==> src/include/trc_params.svh <==
// Constants for the transceiver reset and reconfiguration controller
`ifndef TRC_PARAMS_SVH
`define TRC_PARAMS_SVH

// ==========================================================
// Register bus
`define TRC_ADDR_W        4
`define TRC_DATA_W        8
`define TRC_OFS_CTRL      4'h0
`define TRC_OFS_STATUS    4'h1
`define TRC_OFS_COMMIT    4'h2
`define TRC_OFS_CFG_BASE  4'h8
`define TRC_OFS_CFG_LAST  4'he

// ==========================================================
// Control register fields
`define TRC_CTRL_RXD      0
`define TRC_CTRL_RXA      1
`define TRC_CTRL_TXD      2
`define TRC_CTRL_PD       3
`define TRC_CTRL_EN       4
`define TRC_CTRL_RESET    8'h10
`define TRC_COMMIT_GO     0

// ==========================================================
// Status register fields
`define TRC_STAT_RXD      0
`define TRC_STAT_RXA      1
`define TRC_STAT_TXD      2
`define TRC_STAT_GLOB     3
`define TRC_STAT_BUSY     4

// ==========================================================
// Settings store
`define TRC_CFG_IDX_W     3
`define TRC_CFG_WORDS     8
`define TRC_CFG_USED      7
`define TRC_CFG_LAST_IDX  3'h6
`define TRC_CFG_RESET     8'h00

// ==========================================================
// Engine step rate
`define TRC_SYS_CLK_HZ    100_000_000
`define TRC_RCFG_CLK_HZ   25_000_000
`define TRC_RCFG_DIV      (`TRC_SYS_CLK_HZ / `TRC_RCFG_CLK_HZ)
`define TRC_DIV_W         4
`define TRC_DIV_LAST      4'((`TRC_RCFG_DIV) - 1)

`endif

==> src/include/trc_pkg.sv <==
// Types shared by the transceiver reset and reconfiguration controller
`include "trc_params.svh"

package trc_pkg;

    // ======================================================
    // Register bus request
    typedef struct packed {
        logic [`TRC_ADDR_W-1:0] addr;
        logic [`TRC_DATA_W-1:0] wdata;
        logic                   we;
        logic                   re;
    } trc_bus_req_t;

    // ======================================================
    // Reset request lines from fabric or pins
    typedef struct packed {
        logic rx_digital;
        logic rx_analog;
        logic tx_digital;
        logic powerdown;
        logic enable;
    } trc_rst_in_t;

    // ======================================================
    // Per sub-block reset, high holds the sub-block
    typedef struct packed {
        logic tx_phase_comp;
        logic tx_encoder;
        logic tx_serializer;
        logic tx_analog;
        logic tx_pll;
        logic tx_xaui_fsm;
        logic selftest_gen;
        logic rx_deserializer;
        logic rx_word_align;
        logic rx_deskew;
        logic rx_rate_match;
        logic rx_decoder;
        logic rx_phase_comp;
        logic rx_pll_recovery;
        logic rx_xaui_fsm;
        logic selftest_chk;
        logic rx_analog;
    } trc_sub_rst_t;

    // ======================================================
    // Applied settings
    typedef struct packed {
        logic [`TRC_DATA_W-1:0] preemphasis;
        logic [`TRC_DATA_W-1:0] equalizer;
        logic [`TRC_DATA_W-1:0] dc_gain;
        logic [`TRC_DATA_W-1:0] diff_output_swing;
    } trc_pma_cfg_t;

    typedef struct packed {
        logic [`TRC_DATA_W-1:0] data_rate;
        logic [`TRC_DATA_W-1:0] local_divider;
        logic [`TRC_DATA_W-1:0] func_mode;
    } trc_chan_cfg_t;

    typedef enum logic [1:0] {
        TRC_IDLE,
        TRC_FETCH,
        TRC_APPLY
    } trc_eng_state_t;

endpackage : trc_pkg

==> src/core/trc_cfg_mem.sv <==
// Staging memory for pending reconfiguration settings
`include "trc_params.svh"

module trc_cfg_mem (
    // Clock and reset
    input  wire logic                      clock,
    input  wire logic                      sys_rst,
    // Write port
    input  wire logic                      wr_en,
    input  wire logic [`TRC_CFG_IDX_W-1:0] wr_idx,
    input  wire logic [`TRC_DATA_W-1:0]    wr_data,
    // Registered read port
    input  wire logic [`TRC_CFG_IDX_W-1:0] rd_idx,
    output logic      [`TRC_DATA_W-1:0]    rd_data
);

    logic [`TRC_DATA_W-1:0] mem [`TRC_CFG_WORDS];

    always_ff @(posedge clock or posedge sys_rst) begin
        if (sys_rst) begin
            for (int i = 0; i < `TRC_CFG_WORDS; i++) begin
                mem[i] <= `TRC_CFG_RESET;
            end
        end else if (wr_en) begin
            mem[wr_idx] <= wr_data;
        end
    end

    always_ff @(posedge clock or posedge sys_rst) begin
        if (sys_rst) begin
            rd_data <= `TRC_CFG_RESET;
        end else begin
            rd_data <= mem[rd_idx];
        end
    end

endmodule : trc_cfg_mem

==> src/core/trc_reset_ctrl.sv <==
// Transceiver reset, power-down and reconfiguration controller top
//
// Added by the designer: the plain strobed port and the register offsets.
`include "trc_params.svh"

module trc_reset_ctrl (
    // Clock and reset
    input  wire logic                   clock,
    input  wire logic                   sys_rst,
    // Reset controls from pins or fabric
    input  trc_pkg::trc_rst_in_t        rst_in,
    // Register port
    input  trc_pkg::trc_bus_req_t       bus_req,
    output logic [`TRC_DATA_W-1:0]      rdata,
    // Sub-block resets
    output trc_pkg::trc_sub_rst_t       sub_rst,
    // Applied settings
    output trc_pkg::trc_pma_cfg_t       pma_cfg,
    output trc_pkg::trc_chan_cfg_t      chan_cfg,
    output logic                        rcfg_busy
);
    import trc_pkg::*;

    // ======================================================
    // Effective controls
    logic [`TRC_DATA_W-1:0]    ctrl;
    logic                      rxd_req;
    logic                      rxa_req;
    logic                      txd_req;
    logic                      glob_req;

    // Either source may assert a reset; both must enable
    assign rxd_req  = rst_in.rx_digital | ctrl[`TRC_CTRL_RXD];
    assign rxa_req  = rst_in.rx_analog  | ctrl[`TRC_CTRL_RXA];
    assign txd_req  = rst_in.tx_digital | ctrl[`TRC_CTRL_TXD];
    assign glob_req = rst_in.powerdown | ctrl[`TRC_CTRL_PD]
                    | ~(rst_in.enable & ctrl[`TRC_CTRL_EN]);

    function automatic trc_sub_rst_t map_rst(input logic rxd,
                                             input logic rxa,
                                             input logic txd,
                                             input logic glob);
        trc_sub_rst_t r;
        r.tx_phase_comp   = txd | glob;
        r.tx_encoder      = txd | glob;
        r.tx_serializer   = glob;
        r.tx_analog       = glob;
        r.tx_pll          = glob;
        r.tx_xaui_fsm     = txd | glob;
        r.selftest_gen    = txd | glob;
        r.rx_deserializer = rxa | glob;
        r.rx_word_align   = rxd | glob;
        r.rx_deskew       = rxd | glob;
        r.rx_rate_match   = rxd | glob;
        r.rx_decoder      = rxd | glob;
        r.rx_phase_comp   = rxd | glob;
        r.rx_pll_recovery = rxa | glob;
        r.rx_xaui_fsm     = rxd | glob;
        r.selftest_chk    = rxd | glob;
        r.rx_analog       = rxa | glob;
        return r;
    endfunction : map_rst

    // Whole block held under system reset; released one edge later
    always_ff @(posedge clock or posedge sys_rst) begin
        if (sys_rst) begin
            sub_rst <= '1;
        end else begin
            sub_rst <= map_rst(rxd_req, rxa_req, txd_req, glob_req);
        end
    end

    // ======================================================
    // Register decode
    logic                      cfg_hit;
    logic [`TRC_CFG_IDX_W-1:0] cfg_idx;
    logic                      commit_go;
    trc_eng_state_t            state;

    assign cfg_hit   = (bus_req.addr >= `TRC_OFS_CFG_BASE)
                     && (bus_req.addr <= `TRC_OFS_CFG_LAST);
    assign cfg_idx   = bus_req.addr[`TRC_CFG_IDX_W-1:0];
    assign commit_go = bus_req.we && (bus_req.addr == `TRC_OFS_COMMIT)
                     && bus_req.wdata[`TRC_COMMIT_GO];

    always_ff @(posedge clock or posedge sys_rst) begin
        if (sys_rst) begin
            ctrl <= `TRC_CTRL_RESET;
        end else if (bus_req.we && bus_req.addr == `TRC_OFS_CTRL) begin
            ctrl <= bus_req.wdata;
        end
    end

    // ======================================================
    // Engine step divider
    logic [`TRC_DIV_W-1:0]     div_cnt;
    logic                      step;

    // Step rate fixed inside the legal engine range
    assign step = (div_cnt == `TRC_DIV_LAST);
    always_ff @(posedge clock or posedge sys_rst) begin
        if (sys_rst) begin
            div_cnt <= '0;
        end else if (step) begin
            div_cnt <= '0;
        end else begin
            div_cnt <= div_cnt + 1'b1;
        end
    end

    // ======================================================
    // Reconfiguration engine
    logic [`TRC_CFG_IDX_W-1:0] eng_idx;
    logic [`TRC_DATA_W-1:0]    mem_rd;
    logic [`TRC_DATA_W-1:0]    active [`TRC_CFG_USED];

    trc_cfg_mem u_mem (
        .clock   (clock),
        .sys_rst (sys_rst),
        .wr_en   (bus_req.we && cfg_hit),
        .wr_idx  (cfg_idx),
        .wr_data (bus_req.wdata),
        .rd_idx  (eng_idx),
        .rd_data (mem_rd)
    );

    // Commit while busy is dropped, so a walk is never torn
    always_ff @(posedge clock or posedge sys_rst) begin
        if (sys_rst) begin
            state   <= TRC_IDLE;
            eng_idx <= '0;
        end else begin
            unique case (state)
                TRC_IDLE: begin
                    if (commit_go) begin
                        state   <= TRC_FETCH;
                        eng_idx <= '0;
                    end
                end
                TRC_FETCH: begin
                    if (step) begin
                        state <= TRC_APPLY;
                    end
                end
                TRC_APPLY: begin
                    if (eng_idx == `TRC_CFG_LAST_IDX) begin
                        state <= TRC_IDLE;
                    end else begin
                        state   <= TRC_FETCH;
                        eng_idx <= eng_idx + 1'b1;
                    end
                end
            endcase
        end
    end

    // Settings change live; the channel keeps running meanwhile
    always_ff @(posedge clock or posedge sys_rst) begin
        if (sys_rst) begin
            for (int i = 0; i < `TRC_CFG_USED; i++) begin
                active[i] <= `TRC_CFG_RESET;
            end
        end else if (state == TRC_APPLY) begin
            active[eng_idx] <= mem_rd;
        end
    end

    assign rcfg_busy = (state != TRC_IDLE);
    assign pma_cfg   = {active[0], active[1], active[2], active[3]};
    assign chan_cfg  = {active[4], active[5], active[6]};

    // ======================================================
    // Read data, valid in the cycle after the strobe only
    logic [`TRC_DATA_W-1:0]    status;

    always_comb begin
        status = '0;
        status[`TRC_STAT_RXD]  = rxd_req;
        status[`TRC_STAT_RXA]  = rxa_req;
        status[`TRC_STAT_TXD]  = txd_req;
        status[`TRC_STAT_GLOB] = glob_req;
        status[`TRC_STAT_BUSY] = rcfg_busy;
    end

    always_ff @(posedge clock or posedge sys_rst) begin
        if (sys_rst) begin
            rdata <= '0;
        end else if (!bus_req.re) begin
            rdata <= '0;
        end else if (bus_req.addr == `TRC_OFS_CTRL) begin
            rdata <= ctrl;
        end else if (bus_req.addr == `TRC_OFS_STATUS) begin
            rdata <= status;
        end else if (cfg_hit && cfg_idx <= `TRC_CFG_LAST_IDX) begin
            rdata <= active[cfg_idx];
        end else begin
            rdata <= '0;
        end
    end
endmodule : trc_reset_ctrl

==> config.mk <==
export PLATFORM = sky130hd
export DESIGN_NAME = trc_reset_ctrl
export DESIGN_NICKNAME = d
export VERILOG_FILES = /design/src/include/trc_pkg.sv /design/src/core/trc_cfg_mem.sv /design/src/core/trc_reset_ctrl.sv
export VERILOG_INCLUDE_DIRS = /design/src /design/src/include
export SDC_FILE = /design/constraint.sdc
export NUM_CORES = 1
export LEC_CHECK = 0
export ABC_AREA = 1
export BUFFER_PORTS_ARGS = -buffer_cell sky130_fd_sc_hd__buf_4
export CORE_UTILIZATION = 40
export DETAILED_ROUTE_END_ITERATION = 12
export PLACE_DENSITY = 0.68
export SETUP_SLACK_MARGIN = 0.4
export SLEW_MARGIN = 20
export SYNTH_ARGS = -nofsm -noshare
export SYNTH_HDL_FRONTEND = slang
export SYNTH_SLANG_ARGS = --single-unit
==> constraint.sdc <==
create_clock -name clock -period 10.7 [get_ports clock]
set_clock_uncertainty 0.1 [all_clocks]
set_input_delay 1.07 -clock clock [delete_from_list [all_inputs] [get_ports clock]]
set_output_delay 1.07 -clock clock [all_outputs]
set_load 0.02 [all_outputs]
**Word-level counts from Yosys, hierarchy flattened**

Index checks and enable logic that the tools add are counted.

- Add/subtract/negate cells: 2
- $lt $le $gt $ge: 7
- Equality and inequality tests: 9
- Multiplexer cells: 24
- Bitwise gates (word level): 12
- Reductions and logical operators: 14

Operators by type and width:

| operator | number |
|---|---|
| $mux 8 | 10 |
| $bwmux 64 | 1 |
| $bwmux 56 | 1 |
| $bmux 8 s3 | 2 |
| $demux 8 s3 | 2 |
| $ge 4x4->1 const B | 3 |
| $eq 4x2->1 const B | 2 |
| $logic_and 1x1->1 | 8 |
| $lt 4x1->1 const B | 2 |
| $not 3->4 | 2 |
| $or 1x1->1 | 8 |
| $mux 3 | 2 |
| $ne 2x2->1 const B | 3 |
| $pmux 2 s3 | 1 |
| $pmux 3 s2 | 1 |
| $add 4x1->4 const B | 1 |
| $eq 4x1->1 const B | 1 |
| $le 4x4->1 const B | 1 |
| $logic_not 4->1 | 1 |
| $mux 2 | 2 |
| $mux 4 | 1 |
| $reduce_bool 2->1 | 2 |
| $add 3x1->3 const B | 1 |
| $eq 3x3->1 const B | 1 |
| 9 further kinds | 9 |

- Register bits after elaboration: 157
- Input bits: 21
- Output and inout bits: 82
- Logic and storage cells: 93

**Depth between registers and ports, before layout**

- Depth after elaboration: 8
- Gate-level depth with buffers: 10

**Cells and area by module**

Synthesis repeated with hierarchy kept, for this count alone.

- Cell total of the unflattened synthesis: 951
- Area total of the unflattened synthesis: 7,497.2 µm²

By module, submodules not included:

| module | times used | cells an instance | area each (µm²) | sequential area each (µm²) |
|---|---|---|---|---|
| trc_reset_ctrl | 1 | 503 | 4,102.7 | 2,133.3 |
| trc_cfg_mem | 1 | 448 | 3,394.5 | 1,801.7 |

**Least setup slack after synthesis**

OpenSTA, ideal clock, no wires.

- Kind: input to register
- From: input port bus_req[10] (netlist name)
- To: register u_mem.mem[24] (netlist name)
- Arrival time: 1.978 ns
- Data required time: 10.479 ns
- Path slack: 8.500 ns
- Stages on the path: 9
- Path buffers: 3
- Cell sequence: buf_6 > nand3_2 > nand2_4 > nor2_4 > nand2_1 > buf_6 > buf_6 > o21ai_1 > nand2_1

- Longest elaborated chain between the ends: 6
- Elaborated cells between the ends (all ways): 11
- Classes of those cells: 4 x order compare; 3 x mux; 1 x bitwise; 3 x reduce/logical

RTL lines:

| item | RTL line | source |
|---|---|---|
| start: declaration | trc_reset_ctrl.sv:13 | `input trc_pkg::trc_bus_req_t bus_req,` |
| $not 3->4 (not written as such) | trc_cfg_mem.sv:25 | `mem[wr_idx] <= wr_data;` |
| $ge 4x4->1 (not written as such) / $lt 4x1->1 (equally long branches) | trc_cfg_mem.sv:25 |  |
| $logic_and 1x1->1 (not written as such) | trc_cfg_mem.sv:25 |  |
| $mux 8 (not written as such) | trc_cfg_mem.sv:25 |  |
| $demux 8 s3 | trc_cfg_mem.sv:25 |  |
| $bwmux 64 | trc_cfg_mem.sv:25 |  |
| end signal: indexed assignment | trc_cfg_mem.sv:22 | `` mem[i] <= `TRC_CFG_RESET; `` |
| end signal: indexed assignment | trc_cfg_mem.sv:25 |  |
| end: declaration | trc_cfg_mem.sv:17 | `` logic [`TRC_DATA_W-1:0] mem [`TRC_CFG_WORDS]; `` |

Parallel ways exist; a longest one is shown, timed or not.
A chain may end at the register's enable or synchronous reset.

**Worst setup path in the final report**

- From: input port bus_req[10] (netlist name)
- To: register ctrl[2]

- Longest elaborated chain between the ends: 2

RTL lines:

| item | RTL line | source |
|---|---|---|
| $logic_not 4->1 (no source line) | - |  |
| $logic_and 1x1->1 (no source line) | - |  |
| end signal: assignment | trc_reset_ctrl.sv:88 | `` ctrl <= `TRC_CTRL_RESET; `` |
| end signal: assignment | trc_reset_ctrl.sv:90 | `ctrl <= bus_req.wdata;` |
| end: declaration | trc_reset_ctrl.sv:26 | `` logic [`TRC_DATA_W-1:0] ctrl; `` |

No other way between the ends.

==> flow_summary_export.csv <==
group,metric,value,unit
status,status,"complete, no violations",
clock_network,path_clk_slew,0.06,ns
cells_and_area,area.growth.synth_to_final,18.5,%
worst_setup_path,crit_type,"input pin to flip-flop",
yosys,synth-edff-count,0,
floorplanning,die_h,137,µm
pwr,powerDensity,203,nW/µm²
yosys,ys_ff_latch,157,
clock_network,cts_tree,"yes",
global_route,grt_pass1_wl,30300,µm
yosys,ys_warn_count,0,
global_route,grt_pass1_vias,5539,
yosys,yosysSeqAreaShare,0.539,
global_route,grt_overflow,0,
sta,worst_slack,7.90,ns
worst_setup_path,slowest_stage,"nor2_1",
sta,slew_violations,0,
pwr,ir_drop,0.105,mV
job,drv_cap,0,
yosys,syn_avg_cell_area,8.33,µm²
sta,relSlewSlack,0.500,
worst_setup_path,cp.required,10.90,ns
yosys,synthArstFlopShare,1.00,
yosys,synth_fp_nets,901,
floorplanning,dieArea,18800,µm²
drt,route.detailed.wl_per_inst,16.3,µm
pwr,leakage,4.24,nW
clock_network,post-cts-setup-buffers,0,
clock_network,clock_latency,0.43,ns
worst_setup_path,max_stage_delay,0.54,ns
clock_network,hold_buffers,0,
pwr,seq_power_share,0.438,
sta,tightest_slew,0.747,ns
placed_design,pre_cts_slack,7.49,ns
drt,vias,6026,
sta,rsz0062_at_grt,"false",
worst_setup_path,critPathBufInv,2,
global_route,grt_max_degree,82,
cells_and_area,final_nets,961,
min_path,hold_path.class,"flip-flop to flip-flop",
yosys,synth_top_area_cell,"dfrtp_1",
cells_and_area,num_antenna_cells,0,
clock_network,cts_root_buffer,"clkbuf_16",
cells_and_area,layout-drive-gt1-share,0.178,
clock_network,clock-sinks,157,
drt,drtIter0Drc,497,
pwr,pwr-share-comb,0.198,
sta,finalCritPeriodShare,0.262,
sta,finalSetupViolCount,0,
yosys,synth.area.top_cells,"dfrtp_1 (52%), nand2_1 (13%), o21ai_0 (6.1%)",
sta,hold_viol,0,
placed_design,dpl.hpwl,13300,µm
sta,setup-tns-final,0,ns
placed_design,port_buffers,102,
placed_design,placed_area,8020,µm²
global_route,antenna_found_initial,0,
worst_setup_path,path_cells,"buf_4 -> inv_2 -> nand2_1 -> nor2_1 -> nand2_1 -> nor2_1 -> a21oi_1",
pwr,total_power,1.76,mW
sta,period_needed,2.80,ns
pwr,swShare,0.306,
floorplanning,io_pins,103,
pwr,clockPowerShare,0.364,
cells_and_area,fin_area,8650,µm²
drt,finalWirelength,19200,µm
drt,vias_per_cell,5.11,
drt,wl_met1,8550,µm
yosys,synth_cell_type_count,27,
pwr,intPower,1.22,mW
worst_setup_path,end_kind,"flip-flop",
clock_network,post_cts_resized,0,
yosys,synth_common_cells,"nand2_1 (245), dfrtp_1 (152), o21ai_0 (89)",
drt,drtAntennaViolNets,0,
floorplanning,coreArea,17900,µm²
min_path,hold_start,"u_mem.mem[6]$_DFFE_PP0P_",
yosys,synth.most_common_cell,"nand2_1",
drt,detail_route.first_pass.iterations,5,
clock_network,cts_buffer_depth,2,
floorplanning,die_x,137,µm
pwr,switchingPower,0.537,mW
sta,fmax,357,MHz
floorplanning,start_util,0.408,
yosys,synth-main-ff-cell,"dfrtp_1",
floorplanning,fp-row-count,49,
yosys,syn-cell-area,7300,µm²
worst_setup_path,worstPathArrival,3.00,ns
drt,met2_length,9300,µm
clock_network,cts_buffers,17,
global_route,grt_util_all_layers,0.216,
placed_design,gp_congestion,0.854,
worst_setup_path,cp-start-kind,"input pin",
worst_setup_path,startpoint,"bus_req[10]",
yosys,synth.top_cell.area_share,0.521,
yosys,syn_inst,877,
cells_and_area,fin_cells,1179,
worst_setup_path,critical_path.top_delay_family,"simple AND/OR/NAND/NOR gates",
worst_setup_path,worstPathMaxFanout,33,
drt,top_layer,"met4",
drt,post-route-drc-count,0,
drt,wl_met3,1050,µm
placed_design,dpl.cell_count,1147,
worst_setup_path,r2r_start,"eng_idx[0]$_DFFE_PP0P_",
clock_network,htreeDepth,4,
final cells by class:
class                           instances  area [µm²]
Timing Repair Buffer                  105         792
Sequential cell                       157        3940
Clock inverter                         11         165
Tap cell                              229         287
Clock buffer                           21         460
Fill cell                            1706        9250
Inverter                               87         332
Multi-Input combinational cell        569        2680
worst paths after layout:
path                                                 end  slack [ns]  depth (start not counted)
worst min register to register  u_mem.mem[6]$_DFFE_PP0P_        0.27                          0
worst max register to register  chan_cfg[10]$_DFFE_PP0P_        8.81                          4
worst min-delay path            u_mem.mem[6]$_DFFE_PP0P_        0.27                          0
min in group asynchronous       chan_cfg[10]$_DFFE_PP0P_        0.67                          2
max in group asynchronous             rdata[2]$_DFF_PP0_        8.67                          3
worst max-delay path                 ctrl[2]$_DFFE_PP0P_        7.90                          7
cell families (layout without fill, tap and decap cells):
kind of cell               Yosys count  after routing  share of synthesized area
AOI/OAI and AO/OA                  185            185                      0.134
xor gates and xnor gates             1              1                    0.00120
adders and majority gates            3              3                    0.00514
buffers and inverters              151            224                     0.0941
DFF                                157            157                      0.539
and+or+nand+nor                    380            380                      0.227
flip-flops by register name, indices dropped and copies added (netlist names):
name,flops
ctrl,8
pma_cfg,32
sub_rst,4
state,2
u_mem.mem,64
eng_idx,3
u_mem.rd_data,8
chan_cfg,24
rdata,8
div_cnt,4
power by group through the flow:
stage	logic (mW)	clock network, mW	registers, mW
after floorplan	0.175	0	0.798
after global placement	0.341	0	0.775
after detailed placement	0.349	0	0.776
after CTS	0.350	0.647	0.767
after global routing	0.387	0.673	0.780
final	0.348	0.640	0.768
cell usage in the layout, fill, tap and decap left out, drive strengths merged:
cell      netlist  layout
nor2           71      71
nand3          47      47
dfstp           5       5
nand3b          7       7
ha              3       3
a21oi          32      32
nand2         251     251
nor3            1       1
dfrtp         152     152
xnor2           1       1
a211oi          1       1
clkinvlp        0       1
inv            87      87
bufinv          0       4
o211ai         10      10
o21ai         136     136
buf            43     105
nand4           3       3
o2111ai         6       6
clkinv          0       6
clkbuf         21      21
metrics by stage:
stage	hold slack, ns	util
final	0.271	0.483
after detailed placement	0.262	0.448
after floorplan	0.324	-
after global placement	0.260	0.448
after global routing	0.285	0.483
after CTS	0.275	0.483
per-layer routing:
metal  GRT usage  vias up
met5           0        -
met4      0.0757        0
met3      0.0422       27
met2       0.353      180
met1       0.286     2908
li1            -     2911
Power figures use the tool's default switching activity.
